File: src/shared/autobaud_pkg.sv
// Shared constants for the auto-rate calibration and wake block
package autobaud_pkg;

  // APB register byte offsets
  localparam logic [7:0] OFF_RATE_CONTROL = 8'h00;
  localparam logic [7:0] OFF_DIVISOR_LOW  = 8'h04;
  localparam logic [7:0] OFF_DIVISOR_HIGH = 8'h08;
  localparam logic [7:0] OFF_RX_DATA      = 8'h0C;
  localparam logic [7:0] OFF_STATUS       = 8'h10;

  // rate_control_reg field positions
  localparam int BIT_CALIB_ENABLE = 0;
  localparam int BIT_WAKE_ENABLE  = 1;
  localparam int BIT_WIDE_DIV_SEL = 2;
  localparam int BIT_HIGH_SPD_SEL = 3;
  localparam int BIT_SYNC_MODE    = 4;
  localparam int BIT_RX_ENABLE    = 5;

  // status register field positions
  localparam int BIT_RX_INT_FLAG = 0;
  localparam int BIT_RX_IDLE     = 1;
  localparam int BIT_CALIB_BUSY  = 2;

  // Reset values
  localparam logic [5:0]  RATE_CONTROL_RESET = 6'h00;
  localparam logic [15:0] DIVISOR_RESET      = 16'h0000;

  // Base clock divide ratios from the oscillator clock
  localparam logic [8:0] BASE_DIV_SLOW = 9'h040;
  localparam logic [8:0] BASE_DIV_MID  = 9'h010;
  localparam logic [8:0] BASE_DIV_FAST = 9'h004;
  // Calibration clock is the base clock divided again by this
  localparam logic [3:0] CALIB_DIV     = 4'h8;

  // Rising edges of the sync character that close the measurement
  localparam logic [2:0] SYNC_RISE_EDGES = 3'h5;
  // Data bits of an ordinary character
  localparam logic [3:0] DATA_BITS       = 4'h8;

endpackage : autobaud_pkg

File: src/shared/rate_tick_if.sv
// Tick carrier between the rate prescaler and the receiver core
`timescale 1ns/1ps
`default_nettype none
interface rate_tick_if;
  logic wide_sel;
  logic high_sel;
  logic run;
  logic base_tick;
  logic calib_tick;

  modport core
  (
    output wide_sel,
    output high_sel,
    output run,
    input  base_tick,
    input  calib_tick
  );

  modport prescaler
  (
    input  wide_sel,
    input  high_sel,
    input  run,
    output base_tick,
    output calib_tick
  );
endinterface : rate_tick_if
`default_nettype wire

File: src/logic/autobaud_wake.sv
// Auto-rate calibration, wake-on-break and receiver core with APB registers
//
// Functional notes
// RL1: Calibration enable starts auto-rate sequence
// RL2: Receiver held idle during calibration
// RL3: Count starts at first rise after start
// RL4: Remote sends sync character 55h
// RL5: Stop at fifth rise, keep count
// RL6: Completion clears enable, sets receive flag
// RL7: Software reads data to clear flag
// RL8: Divisor pair forms one 16-bit counter
// RL9: Counter clocked at base rate over eight
// RL10: Divide ratios from width and speed bits
// RL11: Software checks high byte for overflow
// RL12: With wake, calibrate the following character
// RL13: Result exceeds ideal divisor by one
// RL14: Software keeps rate within measurable range
// RL15: Sleep stops rate generator and reception
// RL16: Wake works only in asynchronous mode
// RL17: Wake enable disables reception, watches line
// RL18: Falling edge on line is wake event
// RL19: Wake event sets receive flag
// RL20: Reading receive data clears flag
// RL21: Rising edge ends break, clears wake
// RL22: Software loads 520 for 9600 baud
// RL23: Remote sends all-zero wake character
// RL24: Counter cleared when calibration starts
//
// Register access over APB and the register offsets were chosen for this implementation.
`timescale 1ns/1ps
`default_nettype none
module autobaud_wake
(
  // Clock and reset
  input  wire logic        clk,
  input  wire logic        rst,
  // APB slave
  input  wire logic        psel,
  input  wire logic        penable,
  input  wire logic        pwrite,
  input  wire logic [7:0]  paddr,
  input  wire logic [31:0] pwdata,
  output logic      [31:0] prdata,
  output logic             pready,
  output logic             pslverr,
  // Serial line and power state
  input  wire logic        rx_line,
  input  wire logic        sleep_mode,
  // Status outputs
  output logic             rx_int_flag,
  output logic             wake_enable_out
);

  typedef enum logic [2:0] {CAL_OFF, CAL_HOLD, CAL_START, CAL_FIRST, CAL_COUNT} cal_state_e;
  typedef enum logic [1:0] {RX_IDLE, RX_START, RX_DATA, RX_STOP} rx_state_e;

  rate_tick_if tk ();

  rate_prescaler u_prescaler
  (
    .clk (clk),
    .rst (rst),
    .tk  (tk)
  );

  // Control bits
  logic        calib_enable;
  logic        wake_enable;
  logic        wide_divisor_sel;
  logic        high_speed_sel;
  logic        sync_mode;
  logic        rx_enable;
  logic [15:0] divisor;
  logic [7:0]  rx_data_reg;
  logic        wake_seen;
  logic        rx_prev;
  cal_state_e  cal_state;
  cal_state_e  next_cal_state;
  rx_state_e   rx_state;
  logic [2:0]  rise_cnt;
  logic [15:0] bit_cnt;
  logic [3:0]  bit_idx;
  logic [7:0]  shift;

  // Bus decode
  // Registered pready masks the second access cycle
  wire logic access = psel && penable && !pready;
  wire logic wr     = access && pwrite;
  wire logic rd     = access && !pwrite;
  wire logic hit_ctl  = (paddr == autobaud_pkg::OFF_RATE_CONTROL);
  wire logic hit_low  = (paddr == autobaud_pkg::OFF_DIVISOR_LOW);
  wire logic hit_high = (paddr == autobaud_pkg::OFF_DIVISOR_HIGH);
  wire logic hit_data = (paddr == autobaud_pkg::OFF_RX_DATA);
  wire logic hit_stat = (paddr == autobaud_pkg::OFF_STATUS);
  wire logic mapped   = hit_ctl || hit_low || hit_high || hit_data || hit_stat;

  // Line edges
  wire logic rise = rx_line && !rx_prev;
  wire logic fall = !rx_line && rx_prev;

  // RL16 wake needs asynchronous mode
  wire logic wake_active = wake_enable && !sync_mode;
  wire logic calibrating = (cal_state != CAL_OFF);

  // RL18 falling edge while watching
  wire logic wake_event = wake_active && !wake_seen && fall;
  // RL21 break ends on rising edge
  wire logic wake_done  = wake_active && wake_seen && rise;

  // RL5 fifth rise closes the measurement
  wire logic cal_last   = (cal_state == CAL_COUNT) && rise &&
                          (rise_cnt == autobaud_pkg::SYNC_RISE_EDGES - 3'h1);
  wire logic rx_done    = (rx_state == RX_STOP) && tk.base_tick && (bit_cnt == divisor);

  // RL15 no ticks in sleep
  assign tk.run      = !sleep_mode;
  assign tk.wide_sel = wide_divisor_sel;
  assign tk.high_sel = high_speed_sel;

  // Calibration sequencing
  always_comb
  begin
    next_cal_state = cal_state;
    case (cal_state)
      CAL_OFF:
        if (wr && hit_ctl && pwdata[autobaud_pkg::BIT_CALIB_ENABLE])
          // RL1 enable starts sequence
          next_cal_state = CAL_HOLD;
      CAL_HOLD:
        // RL12 wait out the break
        if (!wake_active)
          next_cal_state = CAL_START;
      CAL_START:
        // Start bit of the sync character
        if (fall)
          next_cal_state = CAL_FIRST;
      CAL_FIRST:
        // RL3 first rise after start bit
        if (rise)
          next_cal_state = CAL_COUNT;
      CAL_COUNT:
        // RL5 fifth rise ends the count
        if (cal_last)
          next_cal_state = CAL_OFF;
      default:
        next_cal_state = CAL_OFF;
    endcase
    // Clearing the enable bit aborts calibration
    if (wr && hit_ctl && !pwdata[autobaud_pkg::BIT_CALIB_ENABLE])
      next_cal_state = CAL_OFF;
  end

  always_ff @(posedge clk)
  begin
    if (rst)
    begin
      cal_state <= CAL_OFF;
      rise_cnt  <= 3'h0;
      // Idle level, so no false rise after reset
      rx_prev   <= 1'b1;
    end
    else
    begin
      cal_state <= next_cal_state;
      rx_prev   <= rx_line;
      // Rise that opens the count is number one
      if (cal_state == CAL_FIRST)
        rise_cnt <= 3'h1;
      else if (cal_state == CAL_COUNT && rise)
        rise_cnt <= rise_cnt + 3'h1;
    end
  end

  // Control register and hardware clears
  always_ff @(posedge clk)
  begin
    if (rst)
    begin
      {rx_enable, sync_mode, high_speed_sel, wide_divisor_sel, wake_enable, calib_enable}
        <= autobaud_pkg::RATE_CONTROL_RESET;
    end
    // Software write wins over the hardware clears
    else if (wr && hit_ctl)
    begin
      calib_enable     <= pwdata[autobaud_pkg::BIT_CALIB_ENABLE];
      wake_enable      <= pwdata[autobaud_pkg::BIT_WAKE_ENABLE];
      wide_divisor_sel <= pwdata[autobaud_pkg::BIT_WIDE_DIV_SEL];
      high_speed_sel   <= pwdata[autobaud_pkg::BIT_HIGH_SPD_SEL];
      sync_mode        <= pwdata[autobaud_pkg::BIT_SYNC_MODE];
      rx_enable        <= pwdata[autobaud_pkg::BIT_RX_ENABLE];
    end
    else
    begin
      // RL6 hardware clears enable
      if (cal_last)
        calib_enable <= 1'b0;
      // RL21 hardware clears wake
      if (wake_done)
        wake_enable <= 1'b0;
    end
  end

  // Break tracking between the two wake edges
  // Dropped while wake is off, so an old break never ends a new one
  always_ff @(posedge clk)
  begin
    if (rst || !wake_active)
      wake_seen <= 1'b0;
    else if (wake_event)
      wake_seen <= 1'b1;
  end

  // Divisor pair, counter during calibration
  always_ff @(posedge clk)
  begin
    if (rst)
      divisor <= autobaud_pkg::DIVISOR_RESET;
    // RL24 cleared at start
    else if (next_cal_state == CAL_HOLD && cal_state == CAL_OFF)
      divisor <= 16'h0000;
    // RL13 closing edge adds one count
    // A tick on the closing edge still counts, so the
    // window is exactly eight bit periods
    else if (cal_last)
      divisor <= divisor + 16'h0001 + {15'h0000, tk.calib_tick};
    // RL8 full 16-bit count, RL9 slow tick
    else if (cal_state == CAL_COUNT && tk.calib_tick)
      divisor <= divisor + 16'h0001;
    // Divisor writes are dropped while it is counting
    else if (wr && hit_low && !calibrating)
      divisor[7:0] <= pwdata[7:0];
    else if (wr && hit_high && !calibrating)
      divisor[15:8] <= pwdata[7:0];
  end

  // Ordinary receiver, one base tick group per bit
  // Simplified: a bit lasts divisor plus one base ticks
  always_ff @(posedge clk)
  begin
    // RL2 held idle, RL17 wake disables reception
    if (rst || calibrating || wake_enable || !rx_enable || sync_mode)
    begin
      rx_state <= RX_IDLE;
      bit_cnt  <= 16'h0000;
      bit_idx  <= 4'h0;
      shift    <= 8'h00;
    end
    else
    begin
      case (rx_state)
        RX_IDLE:
          if (fall)
          begin
            rx_state <= RX_START;
            bit_cnt  <= 16'h0000;
          end
        RX_START:
          if (tk.base_tick)
          begin
            bit_cnt <= bit_cnt + 16'h0001;
            if (bit_cnt == {1'b0, divisor[15:1]})
            begin
              bit_cnt  <= 16'h0000;
              bit_idx  <= 4'h0;
              rx_state <= rx_line ? RX_IDLE : RX_DATA;
            end
          end
        RX_DATA:
          if (tk.base_tick)
          begin
            bit_cnt <= bit_cnt + 16'h0001;
            if (bit_cnt == divisor)
            begin
              bit_cnt <= 16'h0000;
              shift   <= {rx_line, shift[7:1]};
              bit_idx <= bit_idx + 4'h1;
              if (bit_idx == autobaud_pkg::DATA_BITS - 4'h1)
                rx_state <= RX_STOP;
            end
          end
        RX_STOP:
          if (tk.base_tick)
          begin
            bit_cnt <= bit_cnt + 16'h0001;
            if (bit_cnt == divisor)
              rx_state <= RX_IDLE;
          end
        default:
          rx_state <= RX_IDLE;
      endcase
    end
  end

  // Receive data and flag; set wins over the read clear
  always_ff @(posedge clk)
  begin
    if (rst)
    begin
      rx_data_reg <= 8'h00;
      rx_int_flag <= 1'b0;
    end
    else
    begin
      if (rx_done)
        rx_data_reg <= shift;
      // RL19 wake sets flag, RL6 completion sets flag
      if (wake_event || cal_last || rx_done)
        rx_int_flag <= 1'b1;
      // RL20 data read clears flag
      else if (rd && hit_data)
        rx_int_flag <= 1'b0;
    end
  end

  // APB answer, one wait state
  always_ff @(posedge clk)
  begin
    if (rst)
    begin
      pready          <= 1'b0;
      pslverr         <= 1'b0;
      prdata          <= 32'h0000_0000;
      wake_enable_out <= 1'b0;
    end
    else
    begin
      pready          <= access;
      pslverr         <= access && !mapped;
      wake_enable_out <= wake_enable;
      // Unused bits and unmapped reads return zero
      if (rd)
      begin
        prdata <= 32'h0000_0000;
        if (hit_ctl)
          prdata[5:0] <= {rx_enable, sync_mode, high_speed_sel, wide_divisor_sel, wake_enable, calib_enable};
        if (hit_low)
          prdata[7:0] <= divisor[7:0];
        if (hit_high)
          prdata[7:0] <= divisor[15:8];
        if (hit_data)
          prdata[7:0] <= rx_data_reg;
        if (hit_stat)
          prdata[2:0] <= {calibrating, rx_state == RX_IDLE, rx_int_flag};
      end
    end
  end

endmodule : autobaud_wake
`default_nettype wire

File: src/logic/rate_prescaler.sv
// Base and calibration clock enables derived from the oscillator clock
`timescale 1ns/1ps
`default_nettype none
module rate_prescaler
(
  // Clock and reset
  input  wire logic   clk,
  input  wire logic   rst,
  // Tick link
  rate_tick_if.prescaler tk
);

  function automatic logic [8:0] base_div(input logic wide, input logic high);
    case ({wide, high})
      2'b00:   base_div = autobaud_pkg::BASE_DIV_SLOW;
      2'b11:   base_div = autobaud_pkg::BASE_DIV_FAST;
      default: base_div = autobaud_pkg::BASE_DIV_MID;
    endcase
  endfunction : base_div

  logic [8:0] pre_cnt;
  logic [3:0] cal_cnt;
  wire  logic [8:0] div_now  = base_div(tk.wide_sel, tk.high_sel);
  // Wraps at once if a ratio change leaves the count past the end
  wire  logic       pre_wrap = (pre_cnt >= div_now - 9'h001);
  wire  logic       cal_wrap = (cal_cnt == autobaud_pkg::CALIB_DIV - 4'h1);

  // RL10 divide ratio selection
  always_ff @(posedge clk)
  begin
    if (rst || !tk.run)
    begin
      pre_cnt       <= 9'h000;
      cal_cnt       <= 4'h0;
      tk.base_tick  <= 1'b0;
      tk.calib_tick <= 1'b0;
    end
    else
    begin
      pre_cnt       <= pre_wrap ? 9'h000 : pre_cnt + 9'h001;
      tk.base_tick  <= pre_wrap;
      // RL9 one eighth of base rate
      tk.calib_tick <= pre_wrap && cal_wrap;
      if (pre_wrap)
        cal_cnt <= cal_wrap ? 4'h0 : cal_cnt + 4'h1;
    end
  end

endmodule : rate_prescaler
`default_nettype wire

File: config.mk
export PLATFORM = sky130hd
export DESIGN_NAME = autobaud_wake
export DESIGN_NICKNAME = d
export VERILOG_FILES = /design/src/shared/autobaud_pkg.sv /design/src/shared/rate_tick_if.sv /design/src/logic/autobaud_wake.sv /design/src/logic/rate_prescaler.sv
export SDC_FILE = /design/constraint.sdc
export NUM_CORES = 1
export LEC_CHECK = 0
export ABC_AREA = 1
export BUFFER_PORTS_ARGS = -buffer_cell sky130_fd_sc_hd__buf_2
export CORE_MARGIN = 3
export CORE_UTILIZATION = 60
export DETAILED_ROUTE_END_ITERATION = 6
export HOLD_SLACK_MARGIN = 0.08
export PLACE_DENSITY = 0.89
export SYNTH_ARGS = -nofsm -noshare
export SYNTH_HDL_FRONTEND = slang
export SYNTH_SLANG_ARGS = --single-unit
File: constraint.sdc
create_clock -name clk -period 4 [get_ports clk]
set_clock_uncertainty 0.05 [all_clocks]
set_input_delay 0.8 -clock clk [delete_from_list [all_inputs] [get_ports clk]]
set_output_delay 0.8 -clock clk [all_outputs]
set_load 0.01 [all_outputs]
==> results of run 1 <==
-- area by class of cell --
cell class              instances  share of cell area (%)
repair buffers                 36                    2.82
multi-input cells             694                    56.2
inverters                     110                    6.38
clock inverters                 7                    1.20
clock buffers                   9                    1.89
well taps                     133                    2.54
flip-flops and latches         95                    29.0
-- cells by family after synthesis --
kind of cell | Yosys count
compound gates | 171
xor+xnor | 34
fa+ha+maj | 14
buf+inv | 162
flops | 95
other cells | 2
simple gates | 449
-- how the worst min path moves through the flow --
stage / depth (start not counted) / from / to / slack, ns
floorplan: 1 / u_prescaler.pre_cnt[0]$_SDFF_PP0_ / u_prescaler.pre_cnt[0]$_SDFF_PP0_ / 0.39
global placement: 1 / u_prescaler.pre_cnt[0]$_SDFF_PP0_ / u_prescaler.pre_cnt[0]$_SDFF_PP0_ / 0.41
detailed placement: 1 / u_prescaler.pre_cnt[0]$_SDFF_PP0_ / u_prescaler.pre_cnt[0]$_SDFF_PP0_ / 0.42
CTS: 2 / rise_cnt[2]$_SDFFE_PP0P_ / rise_cnt[2]$_SDFFE_PP0P_ / 0.44
global route: 2 / rise_cnt[2]$_SDFFE_PP0P_ / rise_cnt[2]$_SDFFE_PP0P_ / 0.47
finish: 2 / rise_cnt[2]$_SDFFE_PP0P_ / rise_cnt[2]$_SDFFE_PP0P_ / 0.44
-- cells in the final DEF (no fill, tap or decap), types with 13 or more instances in the layout --
cell | synthesis | layout
nor3_1 | 24 | 24
nand2_1 | 180 | 180
a21oi_1 | 69 | 69
inv_1 | 92 | 92
inv_2 | 13 | 13
nand4_1 | 19 | 19
nand3_1 | 49 | 49
ha_1 | 14 | 14
nor2_1 | 126 | 126
xor2_1 | 31 | 31
dfxtp_1 | 95 | 95
o21ai_0 | 63 | 63
buf_2 | 6 | 34
conb_1 | 2 | 26
-- layer usage --
metal | wire (um) | vias to the layer above | track usage [%]
met2 | 7280 | 196 | 45.5
li1 | - | 3025 | -
met5 | 0 | - | 0
met1 | 6470 | 2741 | 34.1
met4 | 247 | 0 | 8.12
met3 | 1040 | 23 | 3.40
-- power by group through the flow --
stage / logic (mW) / clock network [mW] / registers [mW]
final: 0.0905 / 0.671 / 0.959
after global routing: 0.100 / 0.710 / 0.960
after CTS: 0.0887 / 0.671 / 0.959
after detailed placement: 0.0884 / 0 / 0.980
after global placement: 0.0868 / 0 / 0.980
after floorplan: 0.0721 / 0 / 0.981
-- per-stage QoR --
step                instances  power (mW)
finish                   1084        1.72
global route             1084        1.77
CTS                      1084        1.72
detailed placement       1068        1.07
global placement         1068        1.07
floorplan                 951        1.05
-- worst max-delay path: stages --
cell     delay (ns)
buf_2          0.08
inv_2          0.08
nor2_1         0.18
inv_1          0.11
nor2_2         0.20
nand3_2        0.38
nand3_1        0.49
inv_1          0.19
a21oi_1        0.16
a21oi_1        0.08
==> flow_metrics.env, run 1 <==
export IMPL_antenna_diode_count=0
export IMPL_final_layout_net_count=1007
export IMPL_path_class="in -> reg"
export IMPL_ctsLongestPathBuffers=2
export IMPL_io_pins=83
export IMPL_synth_xor_area_share_pct=4.77
export IMPL_synth_largest_area_cell="dfxtp_1"
export IMPL_numClockSinks=95
export IMPL_ys_seq_elements=95
export IMPL_rr_worst_depth=9
export IMPL_cp_data_required_time_ns=4.23
export IMPL_synth_area_mux_share_pct=0
export IMPL_stdcell_area_um2=6560
export IMPL_utilization_pct=65.8
export IMPL_regToRegStartpoint="cal_state[1]$_SDFF_PP0_"
export IMPL_port_buffers=34
export IMPL_synth_async_reset_ratio_pct=0
export IMPL_design_die_area_um2=11700
export IMPL_regToRegSetupSlack_ns=1.68
export IMPL_yosys_warnings=0
export IMPL_detail_route_vias_per_cell=5.52
export IMPL_vias=5985
export IMPL_pwr_share_comb_pct=5.3
export IMPL_synthFlopType="dfxtp_1"
export IMPL_cp_end_kind="register"
export IMPL_cts_htree_levels=3
export IMPL_max_clock_freq_mhz=394
export IMPL_clkSlewWorstSetupHoldPaths_ns=0.12
export IMPL_run_status="completed"
export IMPL_clock_power_share_pct=39.0
export IMPL_crit_startpoint="rx_line"
export IMPL_detailed_route_drc_error_count=0
export IMPL_synth_top_cell_area_share_pct=30.4
export IMPL_hpwl_um=11300
export IMPL_slew_limit_headroom_pct=55.3
export IMPL_timing_critical_path_to="divisor[6]$_SDFFE_PP0P_"
export IMPL_synth_avg_cell_area_um2=6.74
export IMPL_grt_antenna_before_repair=0
export IMPL_distinct_cell_type_count_of_the_synthesized_netlist=53
export IMPL_power_density_nw_per_um2=262
export IMPL_floorplan_die_width_um=108
export IMPL_ir_worst_vdd_mv=0.176
export IMPL_yosys_cell_count_top_type="nand2_1"
export IMPL_area_growth_pct=4.91
export IMPL_total_overflow_reported_by_the_global_router=0
export IMPL_total_negative_slack_ns=0
export IMPL_final_hold_viol_count=0
export IMPL_detail_route_iter0_violations=495
export IMPL_setup_slack_ns=1.46
export IMPL_netlist_top_cells_area="dfxtp_1, nand2_1, nor2_1"
export IMPL_floorplan_initialDensity_pct=62.8
export IMPL_most_frequent_cells_after_synthesis="nand2_1, nor2_1, dfxtp_1, inv_1, a21oi_1"
export IMPL_worstSkewPairLatency_ns=0.39
export IMPL_post_synthesis_compound_gate_area_fraction_pct=15.3
export IMPL_period_minus_slack_ns=2.54
export IMPL_timing_critical_path_from_type="input pin"
export IMPL_summed_instance_area_of_the_synthesized_netlist_um2=6250
export IMPL_tightest_slew_ns=0.669
export IMPL_cts_root_buffer="clkbuf_8"
export IMPL_cellLeakagePower_nw=2.91
export IMPL_dieHeight_um=108
export IMPL_gr_usage_all_layers_pct=26.3
export IMPL_coreArea_um2=9950
export IMPL_ys_seq_area_share_pct=30.4
export IMPL_area_of_combinational_cells_with_multiple_inputs_um2=3680
export IMPL_detail_route_first_pass_iterations=5
export IMPL_first_global_vias=5380
export IMPL_cts_buffers_inserted=9
export IMPL_gp_routability_congestion=0.888
export IMPL_timing_hold_ws_ns=0.442
export IMPL_share_seq_of_total_power_pct=55.7
export IMPL_route_detailed_wl_per_inst_um=13.9
export IMPL_core_rowCount=36
export IMPL_worst_endpoint_arrival_ns=2.77
export IMPL_cts_hold_buffers=0
export IMPL_postPlaceCellArea_um2=6350
export IMPL_report_final_setup_viol=0
export IMPL_largestRegisters="bit_cnt (16), divisor (16), u_prescaler.pre_cnt (9)"
export IMPL_drt_wl_total_um=15000
export IMPL_synth_simple_gate_area_share_pct=34.4
export IMPL_maximum_number_of_pins_on_one_net_before_global_route_repair=22
export IMPL_tritoncts="built"
export IMPL_timing_final_max_slew_violations=0
export IMPL_sequential_cell_area_um2=1900
export IMPL_p_sw_share_pct=28.4
export IMPL_worst_hold_path_type="reg -> reg"
export IMPL_grt_setup_unrepaired="no"
export IMPL_postSynthCellCount=927
export IMPL_worst_path_max_fanout=18
export IMPL_first_pass_grt_wire_length_um=25000
export IMPL_synth_top_family_by_area="simple AND/OR/NAND/NOR gates"
export IMPL_layout_worst_path_cycle_share_pct=63.4
export IMPL_antenna_left=0
export IMPL_number_of_setup_buffers_added_after_cts=0
export IMPL_reg2reg_end="divisor[8]$_SDFFE_PP0P_"
export IMPL_max_cap_violations=0
export IMPL_post_synth_fa_ha_maj_area_fraction_pct=2.80
export IMPL_net_switching_power_mw=0.488
export IMPL_post_route_cells_drive_above_1_share_pct=11.9
export IMPL_cts_resized_gates=0
export IMPL_fillerInstances=868
export IMPL_pre_cts_slack_ns=1.12
export IMPL_internal_dissipation_mw=1.23
export IMPL_synth_edf_count=0
Power figures use the tool's default switching activity.
==> run 2: changes to the inputs <==
--- a/config.mk
+++ b/config.mk
@@ -8,10 +8,10 @@
 export ABC_AREA = 1
 export BUFFER_PORTS_ARGS = -buffer_cell sky130_fd_sc_hd__buf_2
 export CORE_MARGIN = 3
-export CORE_UTILIZATION = 60
+export CORE_UTILIZATION = 53
 export DETAILED_ROUTE_END_ITERATION = 6
 export HOLD_SLACK_MARGIN = 0.08
-export PLACE_DENSITY = 0.89
+export PLACE_DENSITY = 0.83
 export SYNTH_ARGS = -nofsm -noshare
 export SYNTH_HDL_FRONTEND = slang
 export SYNTH_SLANG_ARGS = --single-unit
==> constraint.sdc (replaced) <==
create_clock -name clk -period 2.12 [get_ports clk]
set_clock_uncertainty 0.05 [all_clocks]
set_input_delay 0.424 -clock clk [delete_from_list [all_inputs] [get_ports clk]]
set_output_delay 0.424 -clock clk [all_outputs]
set_load 0.01 [all_outputs]
==> run 2 against run 1 <==
Compared with the run above:
- sequential share of layout area down 1.8 points
- count of clock-buffer cells in the layout unchanged
- register-to-register slack worse by 1.5 ns
- hold slack worse by 0.17 ns
- cell count up 4.1%
- non-clock buffer count up 34
- global-route usage down 1.4 points
- setup slack worse by 1.3 ns
- cell area up 7.4%
- flip-flop and latch count unchanged
- wire length up 7.4%
- critical endpoint is now u_prescaler.cal_cnt[3]$_SDFFE_PP0P_
==> flow_metrics.env, run 2 (synthesized netlist as in run 1, its figures left out) <==
export IMPL_detail_route_iter0_violations=679
export IMPL_io_pins=83
export IMPL_design_die_area_um2=13100
export IMPL_most_utilized_layer_in_the_global_route_result="met2"
export IMPL_cts_htree_levels=3
export IMPL_cp_end_kind="register"
export IMPL_worst_endpoint_arrival_ns=2.20
export IMPL_reg2reg_end="u_prescaler.cal_cnt[3]$_SDFFE_PP0P_"
export IMPL_numClockSinks=95
export IMPL_rr_worst_depth=11
export IMPL_utilization_pct=61.4
export IMPL_detailed_route_drc_error_count=0
export IMPL_dieHeight_um=115
export IMPL_cp_data_required_time_ns=2.36
export IMPL_max_cap_violations=0
export IMPL_max_clock_freq_mhz=510
export IMPL_regToRegStartpoint="tk.wide_sel$_SDFFE_PP0N_"
export IMPL_timing_final_max_slew_violations=0
export IMPL_cts_hold_buffers=0
export IMPL_drt_wl_total_um=16100
export IMPL_worstSkewPairLatency_ns=0.35
export IMPL_antenna_diode_count=0
export IMPL_detail_route_vias_per_cell=5.43
export IMPL_tritoncts="built"
export IMPL_gr_usage_all_layers_pct=24.9
export IMPL_groute_layer_met1_usage_pct=33.4
export IMPL_gp_routability_congestion=0.893
export IMPL_fillerInstances=991
export IMPL_area_growth_pct=12.7
export IMPL_coreArea_um2=11500
export IMPL_slew_limit_headroom_pct=63.2
export IMPL_final_layout_net_count=1041
export IMPL_route_detailed_wl_per_inst_um=14.3
export IMPL_hpwl_um=12000
export IMPL_maximum_number_of_pins_on_one_net_before_global_route_repair=21
export IMPL_layout_worst_path_cycle_share_pct=92.4
export IMPL_total_overflow_reported_by_the_global_router=0
export IMPL_crit_startpoint="tk.wide_sel$_SDFFE_PP0N_"
export IMPL_numPlacedInstances=1106
export IMPL_first_global_vias=5655
export IMPL_clkSlewWorstSetupHoldPaths_ns=0.07
export IMPL_regToRegSetupSlack_ns=0.16
export IMPL_grt_antenna_before_repair=0
export IMPL_power_density_nw_per_um2=522
export IMPL_report_final_setup_viol=0
export IMPL_floorplan_die_width_um=115
export IMPL_final_cell_mix="nand2_1, nor2_1, inv_1"
export IMPL_run_status="completed"
export IMPL_hold_start="rst"
export IMPL_core_rowCount=39
export IMPL_final_cells=1128
export IMPL_cts_buffers_inserted=9
export IMPL_period_minus_slack_ns=1.96
export IMPL_met3_demand_to_capacity_share_in_global_routing_pct=4.44
export IMPL_cellLeakagePower_nw=3.13
export IMPL_use_met2_pct=40.1
export IMPL_cts_root_buffer="clkbuf_16"
export IMPL_final_hold_viol_count=0
export IMPL_ctsLongestPathBuffers=2
export IMPL_min_delay_worst_endpoint="rx_int_flag$_SDFFE_PP0P_"
export IMPL_timing_hold_worst_path_depth=2
export IMPL_detail_route_first_pass_iterations=5
export IMPL_first_pass_grt_wire_length_um=26500
export IMPL_worst_path_max_fanout=5
export IMPL_timing_critical_path_from_type="register"
export IMPL_port_buffers=34
export IMPL_post_route_cells_drive_above_1_share_pct=16.5
export IMPL_mostFrequentLayoutCell="nand2_1"
export IMPL_vias=6127
export IMPL_path_class="reg -> reg"
export IMPL_ir_worst_vdd_mv=0.482
export IMPL_largestRegisters="bit_cnt (16), divisor (16), u_prescaler.pre_cnt (9)"
export IMPL_tightest_slew_ns=0.551
export IMPL_antenna_left=0
export IMPL_worst_hold_path_type="in -> reg"
export IMPL_floorplan_initialDensity_pct=54.5
[run 2: cell count changes in the layout (fill, tap and decap cells not counted), moves of 3 or more]
cell | previous run | this run
clkbuf_8 | 9 | 0
buf_4 | 2 | 31
nor2_1 | 126 | 122
dfxtp_2 | 0 | 5
dfxtp_1 | 95 | 88
buf_6 | 0 | 3
clkbuf_16 | 0 | 9
nor2_4 | 10 | 13
[run 2: routing by layer]
metal / vias up / wire, um
li1: 3098 / -
met4: 0 / 412
met3: 35 / 1080
met1: 2780 / 7180
met2: 214 / 7460
met5: - / 0
[run 2: worst max path at each step]
stage / end / cells past startpoint
after floorplan: divisor[15]$_SDFFE_PP0P_ / 13
after global placement: divisor[3]$_SDFFE_PP0P_ / 9
after detailed placement: divisor[1]$_SDFFE_PP0P_ / 9
after CTS: u_prescaler.cal_cnt[2]$_SDFFE_PP0P_ / 10
after global routing: u_prescaler.cal_cnt[3]$_SDFFE_PP0P_ / 11
final: u_prescaler.cal_cnt[3]$_SDFFE_PP0P_ / 11
[run 2: what timing repair did]
| item | in CTS | in global routing |
|---|---|---|
| setup buffers | 0 | 6 |
| endpoints found under the setup margin | 0 | 33 |
| gates resized for setup | 0 | 27 |
[run 2: report_power, final]
| group | total [mW] | switching (mW) | internal, mW |
|---|---|---|---|
| logic | 0.184 | 0.126 | 0.0583 |
| clock network | 1.68 | 0.752 | 0.930 |
| registers | 1.81 | 0.0119 | 1.79 |
[run 2: stage by stage]
step	hold slack, ns	cell area [um^2]	setup slack (ns)	setup TNS, ns	total power [mW]
finish	0.276	7040	0.161	0	3.67
global placement	0.410	6590	0.137	0	2.02
CTS	0.278	6890	0.0845	0	3.69
detailed placement	0.421	6590	0.0951	0	2.03
floorplan	0.392	6340	0.274	0	1.99
global route	0.289	7040	-0.0366	-0.119	3.79
[run 2: final cells by class]
class | instances | area [um^2] | area share, %
Sequential cell | 95 | 1920 | 27.2
Inverter | 110 | 420 | 5.97
Clock inverter | 7 | 77.6 | 1.10
Tap cell | 143 | 179 | 2.54
Multi-Input combinational cell | 694 | 3740 | 53.2
Timing Repair Buffer | 70 | 477 | 6.77
Clock buffer | 9 | 225 | 3.20
[run 2: critical path, stage by stage, from the launching register on]
cell and delay [ns]:
dfxtp_1 0.31, inv_1 0.13, nand2_1 0.12, ha_4 0.30, nand2_1 0.06, nor4_2 0.20
nand2_1 0.08, nand3_1 0.16, inv_1 0.13, o21ai_0 0.17, o211ai_1 0.11, nor2_1 0.09
==> run 3: changes to the inputs <==
--- a/config.mk
+++ b/config.mk
@@ -7,7 +7,6 @@
 export LEC_CHECK = 0
 export ABC_AREA = 1
 export BUFFER_PORTS_ARGS = -buffer_cell sky130_fd_sc_hd__buf_2
-export CORE_MARGIN = 3
 export CORE_UTILIZATION = 53
 export DETAILED_ROUTE_END_ITERATION = 6
 export HOLD_SLACK_MARGIN = 0.08
==> run 3 against run 2 <==
Compared with the run above:
- maximum frequency decreased by 1.7%
- clock power down 5%
- sequential share of layout area rose by 0.59 points
- combinational power down 3%
- critical path depth shrank 1
- first-iteration DRC count is 34% lower
- utilization decreased by 1.5 points
- cell area fell by 2.4%
- largest power group unchanged
==> flow_metrics.env, run 3 (synthesized netlist as in run 1, its figures left out) <==
export IMPL_cp_end_kind="register"
export IMPL_cts_htree_levels=3
export IMPL_slew_limit_headroom_pct=61.4
export IMPL_final_cells=1119
export IMPL_largestRegisters="bit_cnt (16), divisor (16), u_prescaler.pre_cnt (9)"
export IMPL_worst_path_max_fanout=10
export IMPL_gr_usage_all_layers_pct=26.0
export IMPL_timing_final_max_slew_violations=0
export IMPL_stdcell_area_um2=6870
export IMPL_hpwl_um=11900
export IMPL_design_die_area_um2=12200
export IMPL_path_class="reg -> reg"
export IMPL_gp_routability_congestion=0.886
export IMPL_total_negative_slack_ns=0
export IMPL_period_minus_slack_ns=1.99
export IMPL_cts_buffers_inserted=9
export IMPL_detailed_route_drc_error_count=0
export IMPL_numClockSinks=95
export IMPL_coreArea_um2=11500
export IMPL_mostFrequentLayoutCell="nand2_1"
export IMPL_floorplan_initialDensity_pct=54.5
export IMPL_cellLeakagePower_nw=3.08
export IMPL_dieHeight_um=111
export IMPL_clkSlewWorstSetupHoldPaths_ns=0.07
export IMPL_drt_wl_total_um=15700
export IMPL_tightest_slew_ns=0.579
export IMPL_final_hold_viol_count=0
export IMPL_detail_route_vias_per_cell=5.44
export IMPL_tritoncts="built"
export IMPL_detail_route_first_pass_iterations=5
export IMPL_layout_worst_path_cycle_share_pct=94.0
export IMPL_first_pass_grt_wire_length_um=26200
export IMPL_timing_critical_path_from_type="register"
export IMPL_max_cap_violations=0
export IMPL_grt_antenna_before_repair=0
export IMPL_max_clock_freq_mhz=502
export IMPL_grt_setup_unrepaired="no"
export IMPL_numPlacedInstances=1103
export IMPL_final_cell_mix="nand2_1, nor2_1, inv_1"
export IMPL_post_route_cells_drive_above_1_share_pct=15.3
export IMPL_core_rowCount=39
export IMPL_worst_hold_path_type="in -> reg"
export IMPL_vias=6082
export IMPL_first_global_vias=5609
export IMPL_postPlaceCellArea_um2=6550
export IMPL_worstSkewPairLatency_ns=0.35
export IMPL_port_buffers=34
export IMPL_maximum_number_of_pins_on_one_net_before_global_route_repair=22
export IMPL_final_layout_net_count=1032
export IMPL_area_growth_pct=9.99
export IMPL_cp_data_required_time_ns=2.31
export IMPL_total_overflow_reported_by_the_global_router=0
export IMPL_power_density_nw_per_um2=522
export IMPL_run_status="completed"
export IMPL_ir_worst_vdd_mv=0.374
export IMPL_route_detailed_wl_per_inst_um=14.0
export IMPL_cts_hold_buffers=0
export IMPL_io_pins=83
export IMPL_ctsLongestPathBuffers=2
export IMPL_worst_endpoint_arrival_ns=2.18
export IMPL_antenna_diode_count=0
export IMPL_report_final_setup_viol=0
export IMPL_floorplan_die_width_um=111
export IMPL_fillerInstances=1050
export IMPL_detail_route_iter0_violations=447
export IMPL_antenna_left=0
export IMPL_cts_root_buffer="clkbuf_16"
## run 3: area by class of cell
type                    instances  area, um^2  area share, %
flip-flops and latches         95        1910           27.8
clock inverters                 7        66.3          0.965
clock buffers                   9         225           3.28
inverters                     110         418           6.08
repair buffers                 61         373           5.43
multi-input cells             694        3700           53.9
well taps                     143         179           2.60
## run 3: metrics by stage
| step | setup WS, ns | power [mW] | hold slack (ns) | util [%] |
|---|---|---|---|---|
| CTS | 0.0724 | 3.61 | 0.286 | 59.7 |
| floorplan | 0.274 | 1.99 | 0.392 | - |
| finish | 0.127 | 3.59 | 0.295 | 59.9 |
| detailed placement | 0.0664 | 2.03 | 0.423 | 57.1 |
| global placement | 0.122 | 2.02 | 0.410 | 57.1 |
| global route | 0.00515 | 3.69 | 0.318 | 59.9 |
## run 3: timing repair
action,CTS,global route
setup endpoints to repair,0,18
setup buffers,0,0
resized for setup,0,12
## run 3: worst paths after layout
| kind | from | endpoint | slack, ns | depth (start not counted) |
|---|---|---|---|---|
| setup / recovery | divisor[1]$_SDFFE_PP0P_ | shift[6]$_SDFFE_PP0P_ | 0.13 | 10 |
| hold / removal | pwdata[1] | wake_enable$_SDFFE_PP0P_ | 0.29 | 3 |
| setup reg to reg | divisor[1]$_SDFFE_PP0P_ | shift[6]$_SDFFE_PP0P_ | 0.13 | 10 |
| hold reg to reg | rise_cnt[2]$_SDFFE_PP0P_ | rise_cnt[2]$_SDFFE_PP0P_ | 0.43 | 2 |
## run 3: critical path, stage by stage, from the launching register on
cell and delay (ns):
dfxtp_1 0.35, buf_4 0.18, xor2_1 0.16, nor2_1 0.13, nand2_1 0.10, nor2_2 0.14, nand2_4 0.11, nor3_4 0.37
inv_4 0.10, o21ai_2 0.14, a21oi_2 0.04
## run 3: report_power, final
part	switching (mW)	internal (mW)	total, mW
logic	0.122	0.0567	0.179
clock network	0.779	0.823	1.60
registers	0.0121	1.80	1.81
## run 3: per-layer routing
metal | GRT usage (%) | wire length (um) | part of all wire [%]
met1 | 34.3 | 6930 | 44
met2 | 43.1 | 7340 | 47
met3 | 4.17 | 1060 | 6.8
met4 | 8.89 | 343 | 2.2
met5 | 0 | 0 | 0
